### src/pkg/lomx_pkg.sv
// line output mix control: register indices, field positions, reset values
// assumes a single 100 MHz clock and an AXI4-Lite master on the register side
//
// Contract
// - each output level register holds a 4-bit level code, 1 dB steps, resets 0000.
// - bit 3 is the mute control; 0 mutes, 1 unmutes, resets to 0.
// - bit 1 reads 1 while gains are pending, 0 once applied; resets 1.
// - bit 0 reads 1 only when the line output is fully powered up; resets 0.
// - bit 7 of each path register is the routing enable, resets 0.
// - bits 6 to 0 of each path register hold the volume code, reset zero.
// - right line output has four independent source paths, each enable plus volume.
package lomx_pkg;

   // *****************************************************************
   // register indices; byte address is four times the index
   // *****************************************************************
   localparam int ADDR_W = 12;
   localparam int DATA_W = 32;
   localparam int IDX_W = 10;
   localparam int NUM_PATHS = 4;
   localparam int VOL_W = 7;
   localparam int LVL_W = 4;

   localparam logic [IDX_W-1:0] IDX_LEFT_LINE_OUT_LEVEL = 10'h056;
   localparam logic [IDX_W-1:0] IDX_RESERVED_BANK_A = 10'h057;
   localparam logic [IDX_W-1:0] IDX_LEFT_GAIN_TO_RIGHT_VOL = 10'h058;
   localparam logic [IDX_W-1:0] IDX_LEFT_PLAY_TO_RIGHT_VOL = 10'h059;
   localparam logic [IDX_W-1:0] IDX_RESERVED_BANK_B = 10'h05A;
   localparam logic [IDX_W-1:0] IDX_RIGHT_GAIN_TO_RIGHT_VOL = 10'h05B;
   localparam logic [IDX_W-1:0] IDX_RIGHT_PLAY_TO_RIGHT_VOL = 10'h05C;
   localparam logic [IDX_W-1:0] IDX_RIGHT_LINE_OUT_LEVEL = 10'h05D;

   // path order: left gain stage, left playback, right gain stage, right playback
   localparam logic [IDX_W-1:0] PATH_IDX [NUM_PATHS] = '{
      IDX_LEFT_GAIN_TO_RIGHT_VOL,
      IDX_LEFT_PLAY_TO_RIGHT_VOL,
      IDX_RIGHT_GAIN_TO_RIGHT_VOL,
      IDX_RIGHT_PLAY_TO_RIGHT_VOL
   };

   // *****************************************************************
   // field positions
   // *****************************************************************
   localparam int LVL_MSB = 7;
   localparam int LVL_LSB = 4;
   localparam int MUTE_BIT = 3;
   localparam int RSVD_BIT = 2;
   localparam int PEND_BIT = 1;
   localparam int PWR_BIT = 0;
   localparam int ROUTE_BIT = 7;
   localparam int VOL_MSB = 6;
   localparam int VOL_LSB = 0;

   // *****************************************************************
   // reset values
   // *****************************************************************
   localparam logic [LVL_W-1:0] LVL_RST = 4'h0;
   localparam logic UNMUTE_RST = 1'b0;
   localparam logic PEND_RST = 1'b1;
   localparam logic PWR_RST = 1'b0;
   localparam logic ROUTE_RST = 1'b0;
   localparam logic [VOL_W-1:0] VOL_RST = 7'h00;
   localparam logic [7:0] RSVD_REG_VAL = 8'h00;

   // *****************************************************************
   // bus responses
   // *****************************************************************
   localparam logic [1:0] RESP_OKAY = 2'h0;
   localparam logic [1:0] RESP_DECERR = 2'h3;

endpackage

### src/pkg/lomx_stat_if.sv
// status carried from the pin synchroniser to the register bank
// assumes both ends run on sys_clk
`timescale 1ns/1ns
interface lomx_stat_if;
   logic [1:0] gain_pending;
   logic [1:0] powered_up;
   modport src (output gain_pending, output powered_up);
   modport dst (input gain_pending, input powered_up);
endinterface

### src/hw/lomx_sync.sv
// three-stage synchroniser for the analog status pins, one lane per bit
// assumes pins are asynchronous levels; output moves when stages two and three agree
`timescale 1ns/1ns
module lomx_sync
   import lomx_pkg::*;
(
   input wire logic sys_clk,
   input wire logic nrst,
   input wire logic [1:0] gain_pending_in,
   input wire logic [1:0] powered_up_in,
   lomx_stat_if.src stat
);
   // *****************************************************************
   // per-bit lanes; index 0..1 pending, 2..3 power
   // *****************************************************************
   logic [3:0] raw;
   logic [3:0] s1_r, s2_r, s3_r, out_r;
   logic [3:0] s1_nxt, s2_nxt, s3_nxt, out_nxt;
   localparam logic [3:0] LANE_RST = {PWR_RST, PWR_RST, PEND_RST, PEND_RST};

   assign raw = {powered_up_in, gain_pending_in};

   genvar i;
   generate
      for (i = 0; i < 4; i++)
      begin : g_lane
         always_comb
         begin
            s1_nxt[i] = raw[i];
            s2_nxt[i] = s1_r[i];
            s3_nxt[i] = s2_r[i];
            // single-cycle glitches at stage two never reach the output
            out_nxt[i] = (s2_r[i] == s3_r[i]) ? s3_r[i] : out_r[i];
         end
         always_ff @(posedge sys_clk or negedge nrst)
         begin
            if (!nrst)
            begin
               s1_r[i] <= LANE_RST[i];
               s2_r[i] <= LANE_RST[i];
               s3_r[i] <= LANE_RST[i];
               out_r[i] <= LANE_RST[i];
            end
            else
            begin
               s1_r[i] <= s1_nxt[i];
               s2_r[i] <= s2_nxt[i];
               s3_r[i] <= s3_nxt[i];
               out_r[i] <= out_nxt[i];
            end
         end
      end
   endgenerate

   assign stat.gain_pending = out_r[1:0];
   assign stat.powered_up = out_r[3:2];
endmodule

### src/hw/lomx_path_reg.sv
// one source-to-line-output register: routing enable and volume code
// assumes a one-cycle write strobe with the byte already selected
`timescale 1ns/1ns
module lomx_path_reg
   import lomx_pkg::*;
(
   input wire logic sys_clk,
   input wire logic nrst,
   input wire logic wr_en,
   input wire logic [7:0] wr_byte,
   output logic route_en,
   output logic [VOL_W-1:0] vol
);
   logic route_r, route_nxt;
   logic [VOL_W-1:0] vol_r, vol_nxt;

   always_comb
   begin
      route_nxt = route_r;
      vol_nxt = vol_r;
      if (wr_en)
      begin
         route_nxt = wr_byte[ROUTE_BIT];
         vol_nxt = wr_byte[VOL_MSB:VOL_LSB];
      end
   end

   always_ff @(posedge sys_clk or negedge nrst)
   begin
      if (!nrst)
      begin
         route_r <= ROUTE_RST;
         vol_r <= VOL_RST;
      end
      else
      begin
         route_r <= route_nxt;
         vol_r <= vol_nxt;
      end
   end

   assign route_en = route_r;
   assign vol = vol_r;
endmodule

### src/hw/lomx_regs.sv
// line output mix control register bank with an AXI4-Lite slave
// assumes one master, one write and one read outstanding at most
`timescale 1ns/1ns
module lomx_regs
   import lomx_pkg::*;
(
   input wire logic sys_clk,
   input wire logic nrst,
   input wire logic [lomx_pkg::ADDR_W-1:0] s_axi_awaddr,
   input wire logic [2:0] s_axi_awprot,
   input wire logic s_axi_awvalid,
   output logic s_axi_awready,
   input wire logic [lomx_pkg::DATA_W-1:0] s_axi_wdata,
   input wire logic [3:0] s_axi_wstrb,
   input wire logic s_axi_wvalid,
   output logic s_axi_wready,
   output logic [1:0] s_axi_bresp,
   output logic s_axi_bvalid,
   input wire logic s_axi_bready,
   input wire logic [lomx_pkg::ADDR_W-1:0] s_axi_araddr,
   input wire logic [2:0] s_axi_arprot,
   input wire logic s_axi_arvalid,
   output logic s_axi_arready,
   output logic [lomx_pkg::DATA_W-1:0] s_axi_rdata,
   output logic [1:0] s_axi_rresp,
   output logic s_axi_rvalid,
   input wire logic s_axi_rready,
   input wire logic [1:0] gain_pending_in,
   input wire logic [1:0] powered_up_in,
   output logic [lomx_pkg::LVL_W-1:0] left_line_out_level,
   output logic left_line_out_unmute,
   output logic [lomx_pkg::LVL_W-1:0] right_line_out_level,
   output logic right_line_out_unmute,
   output logic [lomx_pkg::NUM_PATHS-1:0] right_line_out_route_en,
   output logic [lomx_pkg::NUM_PATHS-1:0][lomx_pkg::VOL_W-1:0] right_line_out_vol
);
   import lomx_pkg::*;

   // *****************************************************************
   // status from the analog side
   // *****************************************************************
   lomx_stat_if stat ();

   lomx_sync u_sync (
      .sys_clk(sys_clk),
      .nrst(nrst),
      .gain_pending_in(gain_pending_in),
      .powered_up_in(powered_up_in),
      .stat(stat.src)
   );

   // *****************************************************************
   // write channel state
   // *****************************************************************
   logic aw_held_r, aw_held_nxt;
   logic w_held_r, w_held_nxt;
   logic [IDX_W-1:0] wr_idx_r, wr_idx_nxt;
   logic [7:0] wr_byte_r, wr_byte_nxt;
   logic wr_lane_r, wr_lane_nxt;
   logic awready_r, awready_nxt;
   logic wready_r, wready_nxt;
   logic bvalid_r, bvalid_nxt;
   logic [1:0] bresp_r, bresp_nxt;
   logic commit;
   logic wr_hit;

   // protection bits carry no meaning for this bank
   logic unused_prot;
   assign unused_prot = ^{s_axi_awprot, s_axi_arprot, s_axi_wdata[31:8], s_axi_wstrb[3:1]};

   function automatic logic idx_mapped(input logic [IDX_W-1:0] idx);
      begin
         idx_mapped = (idx >= IDX_LEFT_LINE_OUT_LEVEL) && (idx <= IDX_RIGHT_LINE_OUT_LEVEL);
      end
   endfunction

   // both halves held: the write lands on the same edge that raises the response
   assign commit = aw_held_r && w_held_r && !bvalid_r;
   assign wr_hit = commit && wr_lane_r && idx_mapped(wr_idx_r);

   always_comb
   begin
      aw_held_nxt = aw_held_r;
      w_held_nxt = w_held_r;
      wr_idx_nxt = wr_idx_r;
      wr_byte_nxt = wr_byte_r;
      wr_lane_nxt = wr_lane_r;
      bvalid_nxt = bvalid_r;
      bresp_nxt = bresp_r;
      if (s_axi_awvalid && awready_r)
      begin
         aw_held_nxt = 1'b1;
         wr_idx_nxt = s_axi_awaddr[ADDR_W-1:2];
      end
      if (s_axi_wvalid && wready_r)
      begin
         w_held_nxt = 1'b1;
         wr_byte_nxt = s_axi_wdata[7:0];
         wr_lane_nxt = s_axi_wstrb[0];
      end
      if (commit)
      begin
         aw_held_nxt = 1'b0;
         w_held_nxt = 1'b0;
         bvalid_nxt = 1'b1;
         bresp_nxt = idx_mapped(wr_idx_r) ? RESP_OKAY : RESP_DECERR;
      end
      if (bvalid_r && s_axi_bready)
      begin
         bvalid_nxt = 1'b0;
      end
      // no new address or data until the previous response is gone
      awready_nxt = !aw_held_nxt && !bvalid_nxt;
      wready_nxt = !w_held_nxt && !bvalid_nxt;
   end

   always_ff @(posedge sys_clk or negedge nrst)
   begin
      if (!nrst)
      begin
         aw_held_r <= 1'b0;
         w_held_r <= 1'b0;
         wr_idx_r <= '0;
         wr_byte_r <= 8'h00;
         wr_lane_r <= 1'b0;
         awready_r <= 1'b0;
         wready_r <= 1'b0;
         bvalid_r <= 1'b0;
         bresp_r <= RESP_OKAY;
      end
      else
      begin
         aw_held_r <= aw_held_nxt;
         w_held_r <= w_held_nxt;
         wr_idx_r <= wr_idx_nxt;
         wr_byte_r <= wr_byte_nxt;
         wr_lane_r <= wr_lane_nxt;
         awready_r <= awready_nxt;
         wready_r <= wready_nxt;
         bvalid_r <= bvalid_nxt;
         bresp_r <= bresp_nxt;
      end
   end

   // *****************************************************************
   // output level and mute registers
   // *****************************************************************
   logic [1:0][LVL_W-1:0] level_r, level_nxt;
   logic [1:0] unmute_r, unmute_nxt;
   logic [1:0] lvl_wr;

   assign lvl_wr[0] = wr_hit && (wr_idx_r == IDX_LEFT_LINE_OUT_LEVEL);
   assign lvl_wr[1] = wr_hit && (wr_idx_r == IDX_RIGHT_LINE_OUT_LEVEL);

   always_comb
   begin
      level_nxt = level_r;
      unmute_nxt = unmute_r;
      for (int k = 0; k < 2; k++)
      begin
         if (lvl_wr[k])
         begin
            // codes above nine are stored as written; software keeps them out
            level_nxt[k] = wr_byte_r[LVL_MSB:LVL_LSB];
            unmute_nxt[k] = wr_byte_r[MUTE_BIT];
            // bits 2..0 are status or reserved and are not stored
         end
      end
   end

   always_ff @(posedge sys_clk or negedge nrst)
   begin
      if (!nrst)
      begin
         level_r <= {LVL_RST, LVL_RST};
         unmute_r <= {UNMUTE_RST, UNMUTE_RST};
      end
      else
      begin
         level_r <= level_nxt;
         unmute_r <= unmute_nxt;
      end
   end

   assign left_line_out_level = level_r[0];
   assign left_line_out_unmute = unmute_r[0];
   assign right_line_out_level = level_r[1];
   assign right_line_out_unmute = unmute_r[1];

   // *****************************************************************
   // right line output source paths
   // *****************************************************************
   logic [NUM_PATHS-1:0] path_route;
   logic [NUM_PATHS-1:0][VOL_W-1:0] path_vol;

   genvar p;
   generate
      for (p = 0; p < NUM_PATHS; p++)
      begin : g_path
         lomx_path_reg u_path (
            .sys_clk(sys_clk),
            .nrst(nrst),
            .wr_en(wr_hit && (wr_idx_r == PATH_IDX[p])),
            .wr_byte(wr_byte_r),
            .route_en(path_route[p]),
            .vol(path_vol[p])
         );
      end
   endgenerate

   assign right_line_out_route_en = path_route;
   assign right_line_out_vol = path_vol;

   // *****************************************************************
   // read channel
   // *****************************************************************
   logic arready_r, arready_nxt;
   logic rvalid_r, rvalid_nxt;
   logic [DATA_W-1:0] rdata_r, rdata_nxt;
   logic [1:0] rresp_r, rresp_nxt;
   logic [IDX_W-1:0] rd_idx;
   logic [7:0] rd_byte;

   assign rd_idx = s_axi_araddr[ADDR_W-1:2];

   function automatic logic [7:0] level_byte(input logic [LVL_W-1:0] lvl, input logic unm,
                                             input logic pend, input logic pwr);
      logic [7:0] b;
      begin
         b = 8'h00;
         b[LVL_MSB:LVL_LSB] = lvl;
         b[MUTE_BIT] = unm;
         b[RSVD_BIT] = 1'b0;
         b[PEND_BIT] = pend;
         b[PWR_BIT] = pwr;
         level_byte = b;
      end
   endfunction

   always_comb
   begin
      rd_byte = 8'h00;
      for (int k = 0; k < NUM_PATHS; k++)
      begin
         if (rd_idx == PATH_IDX[k])
         begin
            rd_byte = {path_route[k], path_vol[k]};
         end
      end
      if (rd_idx == IDX_LEFT_LINE_OUT_LEVEL)
      begin
         rd_byte = level_byte(level_r[0], unmute_r[0], stat.gain_pending[0], stat.powered_up[0]);
      end
      if (rd_idx == IDX_RIGHT_LINE_OUT_LEVEL)
      begin
         rd_byte = level_byte(level_r[1], unmute_r[1], stat.gain_pending[1], stat.powered_up[1]);
      end
      // reserved registers keep nothing a write could change
      if ((rd_idx == IDX_RESERVED_BANK_A) || (rd_idx == IDX_RESERVED_BANK_B))
      begin
         rd_byte = RSVD_REG_VAL;
      end
   end

   always_comb
   begin
      rvalid_nxt = rvalid_r;
      rdata_nxt = rdata_r;
      rresp_nxt = rresp_r;
      if (s_axi_arvalid && arready_r)
      begin
         rvalid_nxt = 1'b1;
         rdata_nxt = {24'h000000, rd_byte};
         rresp_nxt = idx_mapped(rd_idx) ? RESP_OKAY : RESP_DECERR;
      end
      else if (rvalid_r && s_axi_rready)
      begin
         rvalid_nxt = 1'b0;
      end
      arready_nxt = !rvalid_nxt;
   end

   always_ff @(posedge sys_clk or negedge nrst)
   begin
      if (!nrst)
      begin
         arready_r <= 1'b0;
         rvalid_r <= 1'b0;
         rdata_r <= '0;
         rresp_r <= RESP_OKAY;
      end
      else
      begin
         arready_r <= arready_nxt;
         rvalid_r <= rvalid_nxt;
         rdata_r <= rdata_nxt;
         rresp_r <= rresp_nxt;
      end
   end

   // *****************************************************************
   // bus outputs
   // *****************************************************************
   assign s_axi_awready = awready_r;
   assign s_axi_wready = wready_r;
   assign s_axi_bvalid = bvalid_r;
   assign s_axi_bresp = bresp_r;
   assign s_axi_arready = arready_r;
   assign s_axi_rvalid = rvalid_r;
   assign s_axi_rdata = rdata_r;
   assign s_axi_rresp = rresp_r;
endmodule

### config.mk
export PLATFORM = sky130hd
export DESIGN_NAME = lomx_regs
export DESIGN_NICKNAME = d
export VERILOG_FILES = /design/src/pkg/lomx_pkg.sv /design/src/pkg/lomx_stat_if.sv /design/src/hw/lomx_sync.sv /design/src/hw/lomx_path_reg.sv /design/src/hw/lomx_regs.sv
export SDC_FILE = /design/constraint.sdc
export NUM_CORES = 1
export LEC_CHECK = 0
export BUFFER_PORTS_ARGS = -buffer_cell sky130_fd_sc_hd__buf_2
export CAP_MARGIN = 20
export CELL_PAD_IN_SITES_DETAIL_PLACEMENT = 1
export CELL_PAD_IN_SITES_GLOBAL_PLACEMENT = 1
export CORE_ASPECT_RATIO = 0.5
export CORE_MARGIN = 10
export CORE_UTILIZATION = 25
export CTS_BUF_LIST = sky130_fd_sc_hd__clkbuf_16
export DETAILED_ROUTE_END_ITERATION = 6
export PLACE_DENSITY_LB_ADDON = 0.25
export SLEW_MARGIN = 15
export SYNTH_ARGS = -nofsm -noshare
export SYNTH_HDL_FRONTEND = slang
export SYNTH_SLANG_ARGS = --single-unit
### constraint.sdc
create_clock -name sys_clk -period 5.9 [get_ports sys_clk]
set_input_delay 0.295 -clock sys_clk [delete_from_list [all_inputs] [get_ports sys_clk]]
set_output_delay 0.295 -clock sys_clk [all_outputs]
set_load 0.03 [all_outputs]
==> results.toml, run 1 <==
[outcome]
outcome = "finished, final reports clean"

[timing]
rsz0062_at_grt = "no"
slew_viol_final = 0
period_share_pct = 40.0
slew_headroom_pct = 36.4
tightestPinTransition_ps = 951
max_freq_ghz = 0.423
tns_ps = 0
clock-skew-final_ps = 10.5
timing.final.hold_violations = 0
report.final.setup_viol = 0
setup_slack_ps = 3540
fin_crit_ps = 2360
whs_ps = 50.3

[drt]
drc = 0
first_pass_iters = 4
ant_nets = 0
vias = 2874
routed_wl_mm = 12.0
drt_iter0_markers = 116
wire_per_inst_um = 18.1
drt-vias-per-instance = 4.35

[floorplanning]
die_w_um = 205
io_pins = 160
design.die.area_mm2 = 0.0231
core_mm2 = 0.0166
die_h_um = 113
num_rows = 33
floorplan.initialDensity_pct = 25.9

[finish]
syn_to_final_growth_pct = 20.3
nets = 505
drive_gt1_share_pct = 45.7
fin_util_pct = 31.1
antenna_cells = 0

[logic_synthesis]
ys_ff_latch = 94
synth_area_mm2 = 0.00429
ys_seq_area_share_pct = 55.0
synth_cell_types = 49
syn-mean-instance-area_um2 = 12.6
ys_async_sr_fraction_pct = 100
yosysWarnings = 0
synth_ff_type = "dfrtp_1"
syn_inst = 341
synth-edff-count = 0

[clock_network]
clkTransAtPathRegs_ps = 70
worstSkewPairLatency_ps = 340
cts_resized = 0
cts_tree = "yes"
clock-sinks = 94
h-tree-depth = 3
numCtsBuffers = 9
clk_path_buf_depth = 2
root_buffer = "clkbuf_16"

[setup_path]
critPathRequiredTime_ps = 6120
crit_chain = "nor4bb_1 -> nand4_1 -> nor2_1 -> mux2_2"
cp.arrival_ps = 2580
crit_fanout = 8
startpoint_type = "register"
crit_slowest_cell = "nor2_1"
max_stage_delay_ps = 770
path_class = "register to register"
cp-end-kind = "register"

[placed_design]
io_buffers = 98
dp_worst_setup_slack_ps = 3440
dpl.hpwl_mm = 8.95
place_congestion = 0.741

[pwr]
ir_worst_vdd_v = 0.000127
p_leak_nw = 2.51
powerDensity_mw_per_mm2 = 330
finalPower_mw = 1.70

[min_path]
min_path_type = "primary input to register"

[grt]
grt_pass1_vias = 3086
grt_pass1_wl_mm = 18.6
grt_max_degree = 80
grtUsageTotal_pct = 10.3
gr-total-overflow = 0
grt_antenna_before_repair = 1

[job]
cap_viol_max_count = 0
-- cells by family after synthesis --
group	share of synthesized area, %
flops	55.0
mux	18.3
simple gates	9.56
buf+inv	7.69
compound gates	8.04
fa+ha+maj	0.932
xor+xnor	0.408
other cells	0.0873
-- flip-flops by register name, indices dropped and copies added, names as in the netlist, 2 cells and up --
| signal | flops |
|---|---|
| left_line_out_level | 4 |
| u_sync.s1_r | 4 |
| u_sync.stat.gain_pending | 2 |
| wr_idx_r | 10 |
| g_path.u_path.vol | 28 |
| u_sync.s2_r | 4 |
| g_path.u_path.route_en | 4 |
| wr_byte_r | 8 |
| s_axi_rdata | 8 |
| u_sync.s3_r | 4 |
| u_sync.stat.powered_up | 2 |
| unmute_r | 2 |
| right_line_out_level | 4 |
-- through the flow --
stage          cells  cell area [µm²]
2_1_floorplan    364             4380
3_3_place_gp     642             4860
3_5_place_dp     642             4860
4_1_cts          659             5140
5_1_grt          660             5160
6_report         660             5160
-- placed cells by master, fill, tap and decap left out, types with 4 or more instances in the layout --
cell type	netlist	routed
maj3_1	4	4
buf_2	0	97
inv_1	5	7
nand2_1	14	14
conb_1	1	24
nor2b_1	7	7
o31ai_1	5	5
dfstp_2	8	8
o22a_1	5	5
nor3_1	6	6
mux2_2	67	67
o21ai_0	6	6
dfrtp_1	86	86
clkbuf_16	0	9
nor3b_1	9	9
a21oi_1	11	11
nor2_1	5	5
and2_1	6	6
nand2b_1	4	4
a31oi_1	5	5
-- synthesized netlist by cell type (3+ instances only) --
cell type,number,share of area [%]
a31oi_1,5,0.73
clkbuf_1,16,1.4
nor2b_1,7,1.0
a21oi_1,11,1.3
mux2i_1,3,0.70
nand2b_1,4,0.58
mux2_2,67,18
nor2_1,5,0.44
nand2_1,14,1.2
o22a_1,5,1.0
dfrtp_1,86,50
and2_1,6,0.87
buf_4,30,5.2
o31ai_1,5,0.87
o21ai_0,6,0.70
nor3b_1,9,1.6
or2_2,3,0.44
dfstp_2,8,4.9
nor3_1,6,0.70
maj3_1,4,0.93
inv_1,5,0.44
o22ai_1,3,0.44
-- worst paths after layout --
path                                                 to  cells after the start                from  slack [ps]
worst max-delay path            g_path[2].u_path.vol[3]                      4         wr_idx_r[7]        3540
worst min-delay path                     u_sync.s1_r[1]                      1  gain_pending_in[1]          50
worst max register to register  g_path[2].u_path.vol[3]                      4         wr_idx_r[7]        3540
worst min register to register           u_sync.s2_r[3]                      0      u_sync.s1_r[3]         350
max in group asynchronous       g_path[1].u_path.vol[3]                      4                nrst        4600
min in group asynchronous                   wr_idx_r[6]                      2                nrst         350
-- layer usage --
layer | vias up | global-route usage (%) | wire (µm)
met5 | - | 0 | 7
met4 | 2 | 2.78 | 112
met3 | 12 | 2.53 | 411
met2 | 53 | 17.5 | 6000
met1 | 1464 | 12.8 | 5430
li1 | 1343 | - | -
-- report_power, final --
part | internal, mW | switching, mW
Combinational | 0.138 | 0.172
Sequential | 0.748 | 0.111
Clock | 0.283 | 0.251
Total | 1.17 | 0.534
-- timing repair --
| action | CTS | global route |
|---|---|---|
| setup endpoints to repair | 0 | 0 |
| endpoints found under the hold margin | 15 | 0 |
| hold buffers | 1 | 0 |
| buffers inserted | 0 | 0 |
-- worst max-delay path, delay by kind of cell (launching register included) --
kind / cells / cell delay, ps
multiplexers: 1 / 420
flip-flops: 1 / 380
AND/OR/NAND/NOR: 3 / 1450
-- layout make-up --
type | instances | area, µm²
inverter | 5 | 18.8
timing repair buffer | 102 | 546
fill | 1864 | 11400
sequential | 94 | 2360
tap | 227 | 284
multi-input combinational | 216 | 1690
clock inverter | 7 | 41.3
clock buffer | 9 | 225
Note: power is estimated with default switching activity, not from simulation.
==> run 2, diff against run 1 <==
--- a/config.mk
+++ b/config.mk
@@ -5,6 +5,7 @@
 export SDC_FILE = /design/constraint.sdc
 export NUM_CORES = 1
 export LEC_CHECK = 0
+export ABC_AREA = 1
 export BUFFER_PORTS_ARGS = -buffer_cell sky130_fd_sc_hd__buf_2
 export CAP_MARGIN = 20
 export CELL_PAD_IN_SITES_DETAIL_PLACEMENT = 1
==> constraint.sdc (replaced) <==
create_clock -name sys_clk -period 2.1 [get_ports sys_clk]
set_input_delay 0.105 -clock sys_clk [delete_from_list [all_inputs] [get_ports sys_clk]]
set_output_delay 0.105 -clock sys_clk [all_outputs]
set_load 0.03 [all_outputs]
==> run 2 against run 1 <==
First-iteration DRC count grew 83%. Maximum frequency grew 31%. Power grew to 2.9 times the previous value. Cell count grew 29%. Sequential power grew to 2.6 times the previous value. Sequential share of layout area shrank 3.8 points. Critical path depth grew 3. Wire length grew 11%. Design area grew 9.1%. Largest cell class unchanged. Synthesized cell count grew 43%. Critical endpoint is now g_path[0].u_path.route_en. Area after synthesis grew 3.7%. Non-clock buffer count grew 28.
==> results.toml, run 2 <==
[timing]
timing.final.hold_violations = 0
setup_slack_ps = 299
clock-skew-final_ps = 8.86
fin_crit_ps = 1800
tns_ps = 0
slew_viol_final = 0
report.final.setup_viol = 0
rsz0062_at_grt = "no"
max_freq_ghz = 0.555
period_share_pct = 85.8

[finish]
syn_to_final_growth_pct = 26.6
layoutNonFillerInstCount = 854
fillers = 2081
layout_common_cells = "139 x nand2_1, 97 x buf_2, 86 x dfrtp_1, 42 x inv_1, 41 x nor2_1"
drive_gt1_share_pct = 28.8
final_common_cell = "nand2_1"
fin_area_mm2 = 0.00564
nets = 691
largest_reg_flops = 28

[setup_path]
crit_top_cell = "nand4_4"
crit_chain = "nand2_2 -> xor2_2 -> nand4_4 -> nor2_8 -> nand4_4 -> nand2_1 -> o21ai_2"
reg2reg_depth = 7
max_stage_delay_ps = 470
crit_slowest_cell = "dfrtp_1"
startpoint_type = "register"
cp-end-kind = "register"
critPathRequiredTime_ps = 2330
r2r_setup_slack_ps = 300
cp.arrival_ps = 2030
path_class = "register to register"
crit_fanout = 16

[floorplanning]
core_mm2 = 0.0174
floorplan.initialDensity_pct = 25.5
io_pins = 160
die_w_um = 209
design.die.area_mm2 = 0.0239
num_rows = 34
die_h_um = 114

[logic_synthesis]
ys_async_sr_fraction_pct = 100
synth_top_area_cell = "dfrtp_1"
ys_seq_area_share_pct = 53.0
ys_ff_latch = 94
synthTopCellsByCount = "139 x nand2_1, 86 x dfrtp_1, 41 x inv_1, 41 x nor2_1, 31 x buf_4"
synth-edff-count = 0
syn-mean-instance-area_um2 = 9.11
post-synth-top-count-cell = "nand2_1"
synth_cell_types = 34
synth_area_mm2 = 0.00445
synth_ff_type = "dfrtp_1"
yosys.area.top_type_share_pct = 48.3
syn_inst = 489
yosysWarnings = 0
synthTopCellsByArea = "dfrtp_1 48%, nand2_1 12%, buf_4 5.2%"

[clock_network]
clk_path_buf_depth = 2
root_buffer = "clkbuf_16"
clock-sinks = 94
worstSkewPairLatency_ps = 340
cts_resized = 0
h-tree-depth = 3
cts_tree = "yes"
numCtsBuffers = 9
clkTransAtPathRegs_ps = 70
postCtsSetupBuffers = 0

[drt]
vias = 3547
drt_iter0_markers = 212
ant_nets = 0
drc = 0
routed_wl_mm = 13.2
first_pass_iters = 4
drt-vias-per-instance = 4.15
wire_per_inst_um = 15.5

[pwr]
seqPwrFrac_pct = 44.7
switching_share_pct = 34.1
switching_power_mw = 1.69
powerDensity_mw_per_mm2 = 880
ir_worst_vdd_v = 0.000397
p_leak_nw = 2.85
finalPower_mw = 4.96
internal_power_mw = 3.27
clockPowerShare_pct = 33.0
combPwrFrac_pct = 22.4

[grt]
grt_max_degree = 42
grtUsageTotal_pct = 11.2
gr-total-overflow = 0
grt_pass1_wl_mm = 21.5
grt_antenna_before_repair = 1
grt_pass1_vias = 3893

[placed_design]
place_congestion = 0.756
io_buffers = 98
place_area_mm2 = 0.00510
dp.cells = 813
dp_worst_setup_slack_ps = 278
dpl.hpwl_mm = 10.3

[min_path]
min_path_type = "primary input to register"
hold_depth = 3

[outcome]
outcome = "finished, final reports clean"

[job]
cap_viol_max_count = 0
-- run 2: power by group through the flow --
stage | registers [mW] | logic, mW | clock network [mW]
floorplan | 2.29 | 0.692 | 0
global placement | 2.24 | 1.08 | 0
detailed placement | 2.25 | 1.10 | 0
CTS | 2.22 | 1.14 | 1.68
global route | 2.25 | 1.26 | 1.76
finish | 2.22 | 1.11 | 1.64
-- run 2: cells by family after synthesis --
| kind of cell | share of synthesized area, % |
|---|---|
| adder cells (fa/ha/maj) | 0.899 |
| other | 0.0842 |
| AO/OA/AOI/OAI | 9.61 |
| flip-flops | 53.0 |
| buffers and inverters | 10.4 |
| AND/OR/NAND/NOR | 25.6 |
| XOR/XNOR | 0.365 |
-- run 2: layout make-up --
type	instances	area (µm²)	area share, %
diodes	1	2.50	0.0444
well taps	234	293	5.19
clock inverters	7	65.1	1.15
inverters	44	170	3.02
multi-input cells	335	1710	30.4
flip-flops and latches	94	2360	41.9
repair buffers	130	806	14.3
clock buffers	9	225	4.00
-- run 2: per-stage QoR --
| step | util (%) | hold slack (ps) |
|---|---|---|
| final | 32.3 | 19.0 |
| after global routing | 32.3 | 20.7 |
| after CTS | 32.3 | 10.7 |
| after detailed placement | 29.3 | 105 |
| after global placement | 29.3 | 97.8 |
| after floorplan | - | -191 |
-- run 2: timing repair --
item / 4_1_cts / 5_1_grt
hold buffers: 24 / 0
hold endpoints to repair: 56 / 0
endpoints found under the setup margin: 0 / 0
-- run 2: path summary, 6_finish.rpt --
check | from | endpoint
hold / removal | s_axi_rready | s_axi_arready
max in group asynchronous | nrst | u_sync.s2_r[1]
min in group asynchronous | nrst | wr_idx_r[7]
setup / recovery | wr_idx_r[2] | g_path[0].u_path.route_en
hold reg to reg | u_sync.s1_r[2] | u_sync.s2_r[2]
setup reg to reg | wr_idx_r[2] | g_path[0].u_path.route_en
-- run 2: worst max-delay path, delay by kind of cell, from the launching register on --
family          cells  cell delay [ps]
flops               1              470
simple gates        5              950
compound gates      1               60
xor+xnor            1              180
-- run 2: metal layers --
metal | GRT usage (%) | wire length (µm) | part of all wire, % | up-vias
met5 | 0 | 0 | 0 | -
met3 | 3.02 | 606 | 4.6 | 5
li1 | - | - | - | 1765
met1 | 14.3 | 6270 | 47 | 1712
met4 | 2.57 | 76 | 0.57 | 0
met2 | 18.7 | 6290 | 47 | 65
==> run 3, diff against run 2 <==
--- a/config.mk
+++ b/config.mk
@@ -10,9 +10,9 @@
 export CAP_MARGIN = 20
 export CELL_PAD_IN_SITES_DETAIL_PLACEMENT = 1
 export CELL_PAD_IN_SITES_GLOBAL_PLACEMENT = 1
-export CORE_ASPECT_RATIO = 0.5
+export CORE_ASPECT_RATIO = 0.7
 export CORE_MARGIN = 10
-export CORE_UTILIZATION = 25
+export CORE_UTILIZATION = 36
 export CTS_BUF_LIST = sky130_fd_sc_hd__clkbuf_16
 export DETAILED_ROUTE_END_ITERATION = 6
 export PLACE_DENSITY_LB_ADDON = 0.25
==> constraint.sdc (replaced) <==
create_clock -name sys_clk -period 1.9 [get_ports sys_clk]
set_input_delay 0.095 -clock sys_clk [delete_from_list [all_inputs] [get_ports sys_clk]]
set_output_delay 0.095 -clock sys_clk [all_outputs]
set_load 0.03 [all_outputs]
==> run 3 against run 2 <==
Global-route usage grew 4.4 points. Clock power grew 5%. Core utilization grew 15 points. Clock skew shrank 4.3 ps. Design area shrank 0.58%. Sequential share of layout area grew 0.24 points. Largest cell class unchanged. Die area shrank 28%. Clock-buffer cell count is the same.
==> results.toml, run 3 (synthesis gave the netlist of run 2 again) <==
[setup_path]
reg2reg_depth = 7
startpoint_type = "register"
path_class = "register to register"
cp.arrival_ps = 1970
critPathRequiredTime_ps = 2120
crit_fanout = 10
cp-end-kind = "register"
cp_top_family = "simple AND/OR/NAND/NOR gates"
crit-reg2reg-capture = "left_line_out_level[1]"
max_stage_delay_ps = 450
crit_start = "wr_idx_r[1]"
timing.rr.start = "wr_idx_r[1]"
critPathCapture = "left_line_out_level[1]"
crit_slowest_cell = "dfrtp_1"
path_depth = 7
crit_chain = "nand2_2 -> xor2_2 -> nand4_4 -> nor2_8 -> nand3_2 -> nand2_1 -> o21ai_0"
path_buf_inv = 0
r2r_setup_slack_ps = 150

[clock_network]
clkTransAtPathRegs_ps = 70
cts_tree = "yes"
clk_path_buf_depth = 2
numCtsBuffers = 9
worstSkewPairLatency_ps = 350
clock-sinks = 94
root_buffer = "clkbuf_16"
h-tree-depth = 3

[floorplanning]
design.die.area_mm2 = 0.0173
die_h_um = 113
io_pins = 160
core_mm2 = 0.0119
die_w_um = 153
floorplan.initialDensity_pct = 37.4
num_rows = 33

[grt]
grt_pass1_vias = 4216
gr-total-overflow = 0
grt_pass1_wl_mm = 22.0
grtUsageTotal_pct = 15.6
grt_max_degree = 42
grt_antenna_before_repair = 0

[job]
cap_viol_max_count = 0

[drt]
met2WireLength_mm = 6.39
dr_wl_met3_um = 647
wire_per_inst_um = 17.1
routed_wl_mm = 13.4
drt-vias-per-instance = 4.75
drt_iter0_markers = 118
vias = 3710
wl_met1_mm = 6.13
first_pass_iters = 4
ant_nets = 0
dr.max_layer_used = "met4"
drc = 0

[placed_design]
place_area_mm2 = 0.00502
dp.cells = 738
place_congestion = 0.800
io_buffers = 98
dpl.hpwl_mm = 10.1

[finish]
nets = 696
antenna_cells = 0
layoutNonFillerInstCount = 781
fin_util_pct = 47.1
syn_to_final_growth_pct = 25.8
drive_gt1_share_pct = 29.3
layout_common_cells = "139 x nand2_1, 97 x buf_2, 86 x dfrtp_1, 41 x inv_1, 41 x nor2_1"
final_common_cell = "nand2_1"
largest_reg_flops = 28
fin_area_mm2 = 0.00560

[timing]
fin_crit_ps = 1750
clock-skew-final_ps = 4.56
period_share_pct = 92.1
max_freq_ghz = 0.571
timing.final.hold_violations = 0
slew_viol_final = 0
report.final.setup_viol = 0

[pwr]
p_leak_nw = 2.86
finalPower_mw = 5.42
powerDensity_mw_per_mm2 = 967
ir_worst_vdd_v = 0.000439

[outcome]
outcome = "finished, final reports clean"

[min_path]
min_path_type = "primary input to register"
-- run 3: cell type report --
type	count	area, µm²
fillers	1416	6290
inverters	44	170
flip-flops and latches	94	2360
multi-input cells	335	1720
clock buffers	9	225
clock inverters	7	58.8
well taps	157	196
repair buffers	135	871
-- run 3: worst min path at each step --
| stage | from | to | slack [ps] | depth (start not counted) |
|---|---|---|---|---|
| after floorplan | nrst | aw_held_r | -200 | 0 |
| after global placement | nrst | wr_byte_r[5] | 70 | 1 |
| after detailed placement | nrst | wr_byte_r[5] | 80 | 1 |
| after CTS | s_axi_rready | s_axi_arready | 2 | 3 |
| after global routing | s_axi_rready | s_axi_arready | 20 | 3 |
| final | s_axi_rready | s_axi_arready | 10 | 3 |
-- run 3: repair_timing --
action                     CTS  global route
gates resized for setup      0             1
setup buffers                0             2
setup endpoints to repair    0            16
hold endpoints to repair    55             0
hold buffers                25             0
-- run 3: stage by stage --
| step | setup slack, ps | TNS, ps | hold slack (ps) |
|---|---|---|---|
| floorplan | 249 | 0 | -201 |
| global placement | 128 | 0 | 73.1 |
| detailed placement | 71.7 | 0 | 79.3 |
| CTS | 52.7 | 0 | 2.40 |
| global route | -3.52 | -4.84 | 17.2 |
| finish | 149 | 0 | 13.4 |
-- run 3: power by group --
group,switching (mW),leakage (nW),internal (mW)
clock network,0.823,0.131,0.905
registers,0.161,1.21,2.29
logic,0.920,1.52,0.321
total,1.90,2.86,3.51
-- run 3: worst register-to-register path, stage by stage, from the launching register on --
cell,delay [ps]
dfrtp_1,450
nand2_2,130
xor2_2,180
nand4_4,140
nor2_8,240
nand3_2,260
nand2_1,130
o21ai_0,90
-- run 3: layer usage --
metal	vias to the layer above	global-route usage (%)
met5	-	0
met4	0	5.07
met3	14	4.39
met2	85	26.0
met1	1837	19.2
li1	1774	-
